$ cat src/hw/load_meas_regs.vh
`ifndef LOAD_MEAS_REGS_VH
`define LOAD_MEAS_REGS_VH
// ----------------------------------------
// Register offsets
// ----------------------------------------
`define ADDR_MEAS_SELECT   8'h00
`define ADDR_RESULT_LOW    8'h01
`define ADDR_RESULT_HIGH   8'h02
`define ADDR_INT_FLAGS     8'h03
`define ADDR_INT_MASK      8'h04
// ----------------------------------------
// Fields and reset values
// ----------------------------------------
`define SEL_BIT            0
`define FLAG_DONE_BIT      0
`define MASK_DONE_BIT      0
`define RST_SELECT         8'h00
`define RST_MASK           8'h00
`define RESULT_W           9
`define LSB_MA             20
// ----------------------------------------
// Timing
// ----------------------------------------
`define CLK_HZ             20000000
`define MEAS_MAX_US        50
`define MEAS_MAX_CYC       ((`MEAS_MAX_US * (`CLK_HZ / 1000000)))
`endif

$ cat src/hw/buck_load_current_measure.v
`timescale 1ns/1ps
`include "load_meas_regs.vh"
// Notes on behaviour
// - Measurement is requested and read through the byte register port.
// - Select bit picks first or second step-down converter for measurement.
// - Any write to the selection register starts a fresh measurement.
// - Selected converter is forced to fixed-frequency PWM while measuring.
// - Measurement finishes within 50 us of the triggering write.
// - Completion sets a sticky done flag in the interrupt register.
// - Mask bit set keeps the done flag off the host interrupt line.
// - Nine-bit result: low eight bits in low register, MSB in high.
// - One result step equals 20 mA of load current.
module buck_load_current_measure #(
   parameter MEAS_CYC = `MEAS_MAX_CYC,
   parameter CONV_CYC = 64
) (
   input  wire        i_clk,
   input  wire        i_rstn,
   input  wire        i_wr,
   input  wire        i_rd,
   input  wire [7:0]  i_addr,
   input  wire [7:0]  i_wdata,
   output reg  [7:0]  o_rdata,
   input  wire [8:0]  i_adc_first,
   input  wire [8:0]  i_adc_second,
   output wire        o_force_pwm_first,
   output wire        o_force_pwm_second,
   output wire        o_busy,
   output wire        o_host_interrupt_line_n
);
   // ----------------------------------------
   // Registers
   // ----------------------------------------
   localparam ST_IDLE = 1'b0;
   localparam ST_MEAS = 1'b1;
   reg        state_q;
   reg [7:0]  select_q;
   reg [7:0]  mask_q;
   reg        done_flag_q;
   reg [8:0]  result_q;
   reg [15:0] cnt_q;
   reg        sel_meas_q;
   wire       wr_sel  = i_wr && (i_addr == `ADDR_MEAS_SELECT);
   wire       clr_flg = i_wr && (i_addr == `ADDR_INT_FLAGS) && i_wdata[`FLAG_DONE_BIT];
   // Conversion window is capped by the max time so the 50 us limit always holds
   localparam integer END_CNT = (CONV_CYC < MEAS_CYC) ? CONV_CYC : MEAS_CYC;
   // Compare at full integer width so no constant is cut to fit the counter
   wire [31:0] end_last = END_CNT - 1;
   wire       finish  = (state_q == ST_MEAS) && ({16'h0000, cnt_q} >= end_last);
   // ----------------------------------------
   // Measurement sequencer
   // ----------------------------------------
   always @(posedge i_clk) begin
      if (!i_rstn) begin
         state_q     <= ST_IDLE;
         select_q    <= `RST_SELECT;
         mask_q      <= `RST_MASK;
         done_flag_q <= 1'b0;
         result_q    <= 9'h000;
         cnt_q       <= 16'h0000;
         sel_meas_q  <= 1'b0;
      end else begin
         if (i_wr && (i_addr == `ADDR_INT_MASK))
            mask_q <= i_wdata;
         if (wr_sel) begin
            // Restart even mid-measurement; earlier run is abandoned
            select_q   <= i_wdata;
            sel_meas_q <= i_wdata[`SEL_BIT];
            state_q    <= ST_MEAS;
            cnt_q      <= 16'h0000;
         end else if (state_q == ST_MEAS) begin
            if (finish) begin
               state_q <= ST_IDLE;
               // Code is current / 20 mA, sampled from the sensed converter
               result_q <= sel_meas_q ? i_adc_second : i_adc_first;
            end else begin
               cnt_q <= cnt_q + 16'h0001;
            end
         end
         // Set wins over a simultaneous clear
         if (finish && !wr_sel)
            done_flag_q <= 1'b1;
         else if (clr_flg)
            done_flag_q <= 1'b0;
      end
   end
   assign o_busy             = (state_q == ST_MEAS);
   assign o_force_pwm_first  = o_busy && !sel_meas_q;
   assign o_force_pwm_second = o_busy && sel_meas_q;
   assign o_host_interrupt_line_n = !(done_flag_q && !mask_q[`MASK_DONE_BIT]);
   // ----------------------------------------
   // Read port
   // ----------------------------------------
   always @(posedge i_clk) begin
      if (!i_rstn) begin
         o_rdata <= 8'h00;
      end else if (i_rd) begin
         case (i_addr)
            `ADDR_MEAS_SELECT: o_rdata <= select_q;
            `ADDR_RESULT_LOW:  o_rdata <= result_q[7:0];
            `ADDR_RESULT_HIGH: o_rdata <= {7'h00, result_q[8]};
            `ADDR_INT_FLAGS:   o_rdata <= {7'h00, done_flag_q};
            `ADDR_INT_MASK:    o_rdata <= mask_q;
            default:           o_rdata <= 8'h00;
         endcase
      end
   end
endmodule // buck_load_current_measure

$ cat config.mk
export PLATFORM = sky130hd
export DESIGN_NAME = buck_load_current_measure
export DESIGN_NICKNAME = d
export VERILOG_FILES = /design/src/hw/buck_load_current_measure.v
export VERILOG_INCLUDE_DIRS = /design/src /design/src/hw
export SDC_FILE = /design/constraint.sdc
export NUM_CORES = 1
export LEC_CHECK = 0
export BUFFER_PORTS_ARGS = -buffer_cell sky130_fd_sc_hd__buf_4
export CAP_MARGIN = 10
export CORE_MARGIN = 2
export CORE_UTILIZATION = 33
export DETAILED_ROUTE_END_ITERATION = 10
export GPL_ROUTABILITY_DRIVEN = 0
export PLACE_DENSITY_LB_ADDON = 0.08
export SLEW_MARGIN = 10
export SYNTH_ARGS = -nofsm -noshare
export SYNTH_HDL_FRONTEND = slang
export SYNTH_SLANG_ARGS = --single-unit
$ cat constraint.sdc
create_clock -name i_clk -period 2.1 [get_ports i_clk]
set_input_delay 0.42 -clock i_clk [delete_from_list [all_inputs] [get_ports i_clk]]
set_output_delay 0.42 -clock i_clk [all_outputs]
set_load 0.01 [all_outputs]
==> results of run 1 <==
## sequential cells by signal, indices dropped and copies added, names as in the netlist
signal and cells:
o_rdata 8, done_flag_q 1, result_q 9, select_q 8
mask_q 8, cnt_q 16, o_busy 1
## layer usage
| layer | routed length, µm | share of wire, % |
|---|---|---|
| met1 | 2840 | 53 |
| met3 | 261 | 4.8 |
| met2 | 2260 | 42 |
| met5 | 0 | 0 |
| met4 | 38 | 0.70 |
## synth_stat cells
| library cell | number |
|---|---|
| o211ai_1 | 10 |
| or4_4 | 1 |
| mux2i_1 | 34 |
| a21boi_0 | 1 |
| and2_1 | 2 |
| and4_1 | 1 |
| ha_1 | 1 |
| nand3_1 | 3 |
| o2bb2ai_1 | 7 |
| clkinv_1 | 1 |
| nand2_1 | 15 |
| nand3_2 | 1 |
| dfxtp_1 | 51 |
| or4_1 | 4 |
| nor4_1 | 1 |
| o31ai_1 | 5 |
| nor4_2 | 2 |
| a2bb2oi_1 | 1 |
| nor2_1 | 2 |
| nand4_1 | 1 |
| a21oi_1 | 5 |
| a32oi_1 | 3 |
| buf_6 | 3 |
| nor2b_1 | 25 |
| o22ai_1 | 1 |
| nand4b_1 | 1 |
| and3_2 | 2 |
| and3_1 | 9 |
| nor4b_1 | 1 |
| a22oi_1 | 4 |
| nand2b_1 | 11 |
| or3_1 | 1 |
| a32o_1 | 1 |
| a21oi_2 | 1 |
| buf_4 | 1 |
| nor4_4 | 1 |
| o21ai_0 | 3 |
| buf_2 | 1 |
| nand3b_1 | 1 |
| o21ai_1 | 1 |
| nor3_1 | 1 |
| clkbuf_1 | 10 |
## final cells by class
type                       instances  area (µm²)  share of cell area, %
tap                               96         120                   4.14
timing repair buffer              56         433                   14.9
sequential                        51        1020                   35.2
clock buffer                       5        68.8                   2.37
clock inverter                     3        43.8                   1.51
inverter                           1        3.75                  0.129
multi-input combinational        164        1210                   41.8
## kinds of logic after synthesis
logic type,after synthesis
compound gates,43
fa+ha+maj,1
buf+inv,16
flops,51
mux,34
simple gates,86
## worst max-delay path: cells and delay by family, from the launching register on
| kind | cells | cell delay, ns |
|---|---|---|
| simple gates | 3 | 1.20 |
| compound gates | 1 | 0.17 |
| flops | 1 | 0.33 |
## power by group
part	total [W]	internal (W)	switching, W
Sequential	0.000967	0.000967	0.000000356
Clock	0.000691	0.000355	0.000335
Combinational	0.000124	0.0000692	0.0000549
## worst min-delay path by stage
stage                 from           to  depth (start not counted)
6_report        i_wdata[4]    mask_q[4]                          3
5_1_grt         i_wdata[3]    mask_q[3]                          3
4_1_cts         i_wdata[4]  select_q[4]                          3
3_5_place_dp   result_q[1]  result_q[1]                          2
3_3_place_gp   result_q[1]  result_q[1]                          2
2_1_floorplan  result_q[8]  result_q[8]                          2
## stage by stage
step | area, µm² | total power (W) | hold WS (ns) | utilization, %
finish | 2900 | 0.00178 | 0.379 | 42.7
global route | 2900 | 0.00186 | 0.373 | 42.7
CTS | 2900 | 0.00181 | 0.371 | 42.7
detailed placement | 2790 | 0.00111 | 0.456 | 41.1
global placement | 2790 | 0.00112 | 0.451 | 41.1
floorplan | 2320 | 0.00104 | 0.438 | -
## layout by cell type, fill, tap and decap left out, drive strengths merged
master	n
a21boi	1
a21oi	6
a22oi	4
a2bb2oi	1
a32o	1
a32oi	3
and2	2
and3	11
and4	1
buf	56
bufinv	1
clkbuf	5
clkinv	3
dfxtp	51
ha	1
mux2i	34
nand2	15
nand2b	11
nand3	4
nand3b	1
nand4	1
nand4b	1
nor2	2
nor2b	25
nor3	1
nor4	4
nor4b	1
o211ai	10
o21ai	4
o22ai	1
o2bb2ai	7
o31ai	5
or3	1
or4	5
==> out/qor.txt, run 1 <==
Final Skew - 0.00240 ns
Critical Path Fanout Max - 13
Cell Area, Synth - 2320 µm²
First-pass iteration count of the detailed router - 4
Peak supply drop - 238 µV
Initial Util - 34.2%
# DRC - 0
Initial antenna violation count - 0
Sink Count - 51
Post-synthesis mux area share - 14.7%
Final Cycle Share - 84.2%
Final hold violation count - 0
Register area share after synthesis - 44.0%
CTS Hold Bufs - 0
Adder-cell share of the synthesized area - 0.539%
Main area contributors after synthesis - dfxtp_1, mux2i_1, nor2b_1
Pre-CTS setup slack - 0.164 ns
Area leader, netlist - dfxtp_1
MaxCap Viol Count - 0
DP Cell Count - 368
Setup ws final - 0.332 ns
YS warnings - 0
Leakage Power - 1.26 nW
Slew HR - 60.7%
Startpoint Class - flop
Worst skew pair latency - 0.30 ns
HPWL after DPL - 3.89 mm
Largest net degree at the start of global routing - 57
Layout cells sized above 1 - 25.7%
TritonCTS Buffers - 5
Layout area overhead - 25.1%
Post-CTS sizing - 0
Met1 Use GR - 21.7%
Final Max Slew Viols - 0
Clock-pin slew on the worst setup and hold paths - 0.10 ns
Vias per std cell - 4.79
Worst Path Required - 2.33 ns
Worst r2r src - cnt_q[11]
Number of DRC markers in iteration 0 - 65
Root buffer cell - clkbuf_8
Vias in the first global route - 1721
Full die area - 7720 µm²
Worst R2R Path Depth - 4
RSZ-0062 raised after global routing - no
Hold Path Class - primary input to flop
Via count - 1802
Slowest-stage cell, CP - or4_1
Ports - 50
Post-synth top area share - 44.0%
GR Util met2 - 20.5%
Power Density - 614 nW/µm²
CP endpoint kind - flop
Cell count after synthesis - 231
CP max stage delay - 0.57 ns
Post-Synth XOR/XNOR Area - 0%
Synth unique cells - 42
Synth Area per Inst - 10.0 µm²
CTS tree - done
Setup Fix Bufs, Post-CTS - 0
ANT nets after route - 0
Core Rows - 30
Post-Route WL - 5.40 mm
Syn Nets - 270
Die Ht - 87.9 µm
Worst Setup Path Type - flop to flop
Most Crowded Layer GR - met1
DIE WIDTH - 87.9 µm
DR WL/cell - 14.4 µm
Synth Register Bits - 51
N_diodes - 0
Crit-path cells - nor4_2, nand3_2, or4_1, a21oi_1
First-pass GRT wire length - 8.68 mm
Worst Tran Pin Value - 0.585 ns
Largest family of logic cells by synthesized area - simple AND/OR/NAND/NOR gates
Core area - 6790 µm²
Reg-to-reg setup timing slack - 0.33 ns
M3 GR Usage - 4.05%
Layout Cells excl Fill - 376
# nets final - 318
Worst setup path endpoint - cnt_q[5]
Critical path startpoint - cnt_q[11]
Minimum clock period after layout - 1.77 ns
Reg-to-Reg End - cnt_q[5]
IO Port Bufs - 49
GRT Overall Usage - 14.6%
Max Buffers Root-to-Sink - 2
Layout fillers - 691
Fin Setup TNS - 0 ns
FMAX - 0.566 GHz
Final setup vio count - 0
CTS HTree Levels - 2
Worst EP arrival - 2.00 ns
Compound-Gate Fraction of Synth Area - 13.6%
Status - complete, no violations
GR Overflow Total - 0
Post-synthesis simple-gate area fraction - 23.4%
No activity file was read; power rests on OpenSTA's default activity.
==> inputs of run 2 (changes only) <==
ABC_AREA = 1   (was default)
clock period = 1.7 ns   (was 2.1 ns; I/O delays follow)
==> out/qor.txt, run 2 <==
N_diodes - 0
Routed wl met3 - 221 µm
Minimum clock period after layout - 1.49 ns
Critical path buffers and inverters - 1
DR WL/cell - 11.2 µm
Peak supply drop - 371 µV
Worst R2R Path Depth - 8
Via count - 2151
Setup Fix Bufs, Post-CTS - 0
Vias per std cell - 4.44
Reg-to-reg setup timing slack - 0.21 ns
Post-Synth XOR/XNOR Area - 1.49%
Initial antenna violation count - 0
MaxCap Viol Count - 0
Syn Nets - 374
Worst Path Required - 1.93 ns
CTS tree - done
Compound-Gate Fraction of Synth Area - 7.64%
Adder-cell share of the synthesized area - 0.531%
Synth Flop Type - dfxtp_1
FMAX - 0.669 GHz
Worst EP arrival - 1.73 ns
Clock-pin slew on the worst setup and hold paths - 0.09 ns
Synth Register Bits - 51
CP top delay family - simple AND/OR/NAND/NOR gates
Post-synthesis mux area share - 3.82%
Final std cell area, no fill - 2920 µm²
Vias in the first global route - 1915
Die Ht - 88.5 µm
Worst r2r src - cnt_q[0]
Pre-CTS setup slack - 0.0777 ns
Layout Cells excl Fill - 485
Reg-to-Reg End - cnt_q[4]
Synth Area per Inst - 7.04 µm²
Crit-path cells - ha_1, nand2_1, inv_1, nand3_1, nand3_2, nor2_1, nand2_1, a21oi_1
Core Rows - 30
Final Skew - 0.00340 ns
Highest-count cells in the layout ignoring fill and taps - nand2_1, nor2_1, buf_4
Worst Setup Path Type - flop to flop
Area leader, netlist - dfxtp_1
Cell Area, Placed - 2830 µm²
CTS HTree Levels - 2
Ports - 50
Startpoint Class - flop
Largest registers - cnt_q x16, result_q x9
Critical Path Fanout Max - 6
Largest family of logic cells by synthesized area - simple AND/OR/NAND/NOR gates
Most common cell after layout, fill and taps aside - nand2_1
GR Overflow Total - 0
Post-synthesis simple-gate area fraction - 32.9%
Slew HR - 70.6%
DIE WIDTH - 88.5 µm
Full die area - 7830 µm²
Sink Count - 51
Power Density - 700 nW/µm²
Number of flip-flops in the largest register - 16
Number of DRC markers in iteration 0 - 80
DP Cell Count - 477
HPWL after DPL - 4.14 mm
Biggest register - cnt_q
Top Metal Used - met4
Largest net degree at the start of global routing - 21
Met1 WL - 2.74 mm
Critical path depth in cells - 8
Worst setup path endpoint - cnt_q[4]
Core area - 6870 µm²
Worst skew pair latency - 0.30 ns
Slowest-stage cell, CP - dfxtp_2
TritonCTS Buffers - 5
# DRC - 0
Worst Tran Pin Value - 0.439 ns
Post-Route WL - 5.42 mm
Status - complete, no violations
Final Cycle Share - 87.9%
ANT nets after route - 0
Synth unique cells - 24
Met2 wire length - 2.41 mm
Final Max Slew Viols - 0
Critical path startpoint - cnt_q[0]
First-pass iteration count of the detailed router - 4
Final hold violation count - 0
Most common library cells after synthesis - nand2_1, nor2_1, dfxtp_1
Total Power - 0.00204 W
Main area contributors after synthesis - dfxtp_1, nand2_1, nor2_1
Layout cells sized above 1 - 19.5%
Most numerous cell in the Yosys netlist - nand2_1
Cell count after synthesis - 335
Hold Path Depth - 3
Setup ws final - 0.205 ns
Max Buffers Root-to-Sink - 2
RSZ-0062 raised after global routing - no
Post-synth EDFFs - 0
CTS Hold Bufs - 0
FFs w/ async S/R, synth - 0%
Leakage Power - 1.27 nW
CP endpoint kind - flop
Post-synth top area share - 43.3%
Hold Path Class - primary input to flop
CP max stage delay - 0.35 ns
Initial Util - 34.3%
Final setup vio count - 0
First-pass GRT wire length - 8.83 mm
Layout area overhead - 23.9%
Layout fillers - 794
IO Port Bufs - 49
GRT Overall Usage - 14.5%
Most common cell on crit path - nand2_1
Fin Setup TNS - 0 ns
Register area share after synthesis - 43.3%
YS warnings - 0
Cell Area, Synth - 2360 µm²
Root buffer cell - clkbuf_8
# nets final - 427
## run 2: cell types whose count changed in the layout (fill, tap and decap cells not counted), sizes merged, moves of 16 or more
cell,change
nand3,+24
inv,+44
nor2b,-25
nand2,+59
o21ai,+16
mux2i,-25
nor2,+63
## run 2: how the worst min path moves through the flow
stage / start / end
3_3_place_gp: cnt_q[11] / cnt_q[11]
2_1_floorplan: cnt_q[13] / cnt_q[13]
5_1_grt: i_wdata[0] / select_q[0]
3_5_place_dp: cnt_q[11] / cnt_q[11]
4_1_cts: i_wdata[0] / select_q[0]
6_report: i_wdata[0] / select_q[0]
## run 2: metrics by stage
step | hold WS, ns | utilization, %
finish | 0.292 | 42.5
global placement | 0.416 | 41.2
global route | 0.293 | 42.5
detailed placement | 0.418 | 41.2
floorplan | 0.408 | -
CTS | 0.288 | 42.5
## run 2: cell families (layout without fill, tap and decap cells)
logic type,count (synthesis),count (layout)
multiplexers,9,9
AND/OR/NAND/NOR,178,178
buffers and inverters,56,110
adder cells (fa/ha/maj),1,1
AO/OA/AOI/OAI,36,36
XOR/XNOR,4,4
flip-flops,51,51
## run 2: worst min-delay path: cells and delay by family
family / cells / cell delay [ns]
simple gates: 1 / 0.06
buf+inv: 1 / 0.10
compound gates: 1 / 0.06
## run 2: metal layers
layer,vias up,global-route usage (%)
li1,1155,-
met5,-,0
met1,959,20.2
met2,33,22.6
met4,0,3.72
met3,4,3.54
## run 2: timing repair
action	in CTS	in global routing
setup endpoints to repair	0	4
gates resized for setup	0	1
hold endpoints to repair	0	0
## run 2: report_power, final
| group | switching, W | internal, W | total (W) |
|---|---|---|---|
| Clock | 0.000407 | 0.000291 | 0.000697 |
| Sequential | 0.00000120 | 0.00120 | 0.00120 |
| Combinational | 0.0000724 | 0.0000775 | 0.000150 |
| Total | 0.000480 | 0.00156 | 0.00204 |
## run 2: final cells by class
cell class	count	area, µm²	share of cell area (%)
inverter	45	170	5.82
tap	96	120	4.11
sequential	51	1020	35.0
clock buffer	5	68.8	2.36
multi-input combinational	228	1090	37.4
timing repair buffer	57	428	14.6
clock inverter	3	18.8	0.642
==> inputs of run 3 (changes only) <==
ABC_AREA = default   (was 1)
CAP_MARGIN = default   (was 10)
SKIP_LAST_GASP = 1   (was default)
==> out/qor.txt, run 3 (synthesis results as in run 1) <==
Clock-pin slew on the worst setup and hold paths - 0.11 ns
Largest registers - cnt_q x16, result_q x9
Critical path buffers and inverters - 2
Peak supply drop - 311 µV
CTS Hold Bufs - 0
Worst EP arrival - 1.87 ns
Hold Path Class - primary input to flop
Largest net degree at the start of global routing - 57
Initial antenna violation count - 0
Final Skew - 0.0171 ns
Full die area - 7720 µm²
Power Density - 726 nW/µm²
Via count - 1864
Initial Util - 34.2%
Biggest register - cnt_q
IO Port Bufs - 49
Final Cycle Share - 95.8%
Critical Path Fanout Max - 8
Final hold violation count - 0
Crit-path cells - nor4_4, nand3_4, o211ai_1, buf_4, clkbuf_16, mux2i_1
Final setup vio count - 0
Highest-count cells in the layout ignoring fill and taps - buf_4, dfxtp_1, mux2i_1
Status - complete, no violations
# DRC - 0
Die Ht - 87.9 µm
Core Rows - 30
Max Buffers Root-to-Sink - 2
Total Power - 0.00223 W
GRT Overall Usage - 15.5%
# nets final - 333
Worst Tran Pin Value - 0.509 ns
N_diodes - 0
Sink Count - 51
CP endpoint kind - flop
Worst skew pair latency - 0.32 ns
Core area - 6790 µm²
Vias per std cell - 4.77
Layout area overhead - 32.3%
HPWL after DPL - 4.06 mm
Core Util, Final - 45.2%
First-pass iteration count of the detailed router - 4
Number of DRC markers in iteration 0 - 62
Slew HR - 65.6%
Startpoint Class - flop
CTS tree - done
Post-Route WL - 5.62 mm
Slowest-stage cell, CP - dfxtp_2
Minimum clock period after layout - 1.63 ns
FMAX - 0.614 GHz
CP top delay family - simple AND/OR/NAND/NOR gates
Ports - 50
CP max stage delay - 0.34 ns
Worst Path Required - 1.94 ns
CTS HTree Levels - 2
ANT nets after route - 0
Number of flip-flops in the largest register - 16
DIE WIDTH - 87.9 µm
First-pass GRT wire length - 9.13 mm
TritonCTS Buffers - 5
Root buffer cell - clkbuf_8
Vias in the first global route - 1830
Leakage Power - 1.35 nW
Worst Setup Path Type - flop to flop
RSZ-0062 raised after global routing - yes
Final Max Slew Viols - 0
GR Overflow Total - 0
DR WL/cell - 14.4 µm
MaxCap Viol Count - 0
Layout cells sized above 1 - 31.5%
Most common cell after layout, fill and taps aside - buf_4
-- run 3: layout make-up --
cell class	instances	area [µm²]
inverter	1	3.75
clock inverter	3	46.3
multi-input combinational	164	1250
clock buffer	5	68.8
timing repair buffer	71	554
tap	96	120
sequential	51	1020
fill	685	3720
-- run 3: final timing paths --
| kind | start | end | slack, ns | cells after the start |
|---|---|---|---|---|
| min | i_wdata[4] | mask_q[4] | 0.28 | 3 |
| max | cnt_q[9] | result_q[2] | 0.07 | 6 |
| min reg2reg | result_q[4] | result_q[4] | 0.47 | 2 |
| max reg2reg | cnt_q[9] | result_q[2] | 0.07 | 6 |
-- run 3: what timing repair did --
item | 4_1_cts | 5_1_grt
pin swaps | 0 | 4
resized for setup | 1 | 10
gates cloned | 0 | 1
endpoints found under the setup margin | 2 | 15
buffers inserted | 0 | 2
-- run 3: per-layer routing --
metal | routed length [µm] | GRT usage (%) | part of all wire, % | vias up
li1 | - | - | - | 972
met1 | 2880 | 22.3 | 51 | 844
met2 | 2410 | 22.7 | 43 | 41
met3 | 247 | 3.68 | 4.4 | 7
met4 | 84 | 5.45 | 1.5 | 0
met5 | 0 | 0 | 0 | -
-- run 3: where the power goes --
group	leakage [nW]	switching [W]	total (W)	internal (W)
Combinational	0.888	0.0000696	0.000162	0.0000922
Sequential	0.412	0.000000399	0.00119	0.00119
Clock	0.0548	0.000429	0.000873	0.000444
Total	1.35	0.000499	0.00223	0.00173
-- run 3: metrics by stage --
step           area, µm²  TNS [ns]  instances  hold slack, ns  setup WS [ns]
2_1_floorplan       2320         0        231           0.438          0.162
3_3_place_gp        2880     -1.32        380           0.451         -0.104
3_5_place_dp        2880     -2.49        380           0.459         -0.138
4_1_cts             3000         0        388           0.270       0.000785
5_1_grt             3070    -0.185        391           0.284        -0.0503
6_report            3070         0        391           0.280         0.0717
-- run 3: worst register-to-register path: stages (launching register included) --
cell and delay (ns):
dfxtp_2 0.34, nor4_4 0.34, nand3_4 0.18, o211ai_1 0.22
buf_4 0.16, clkbuf_16 0.14, mux2i_1 0.17
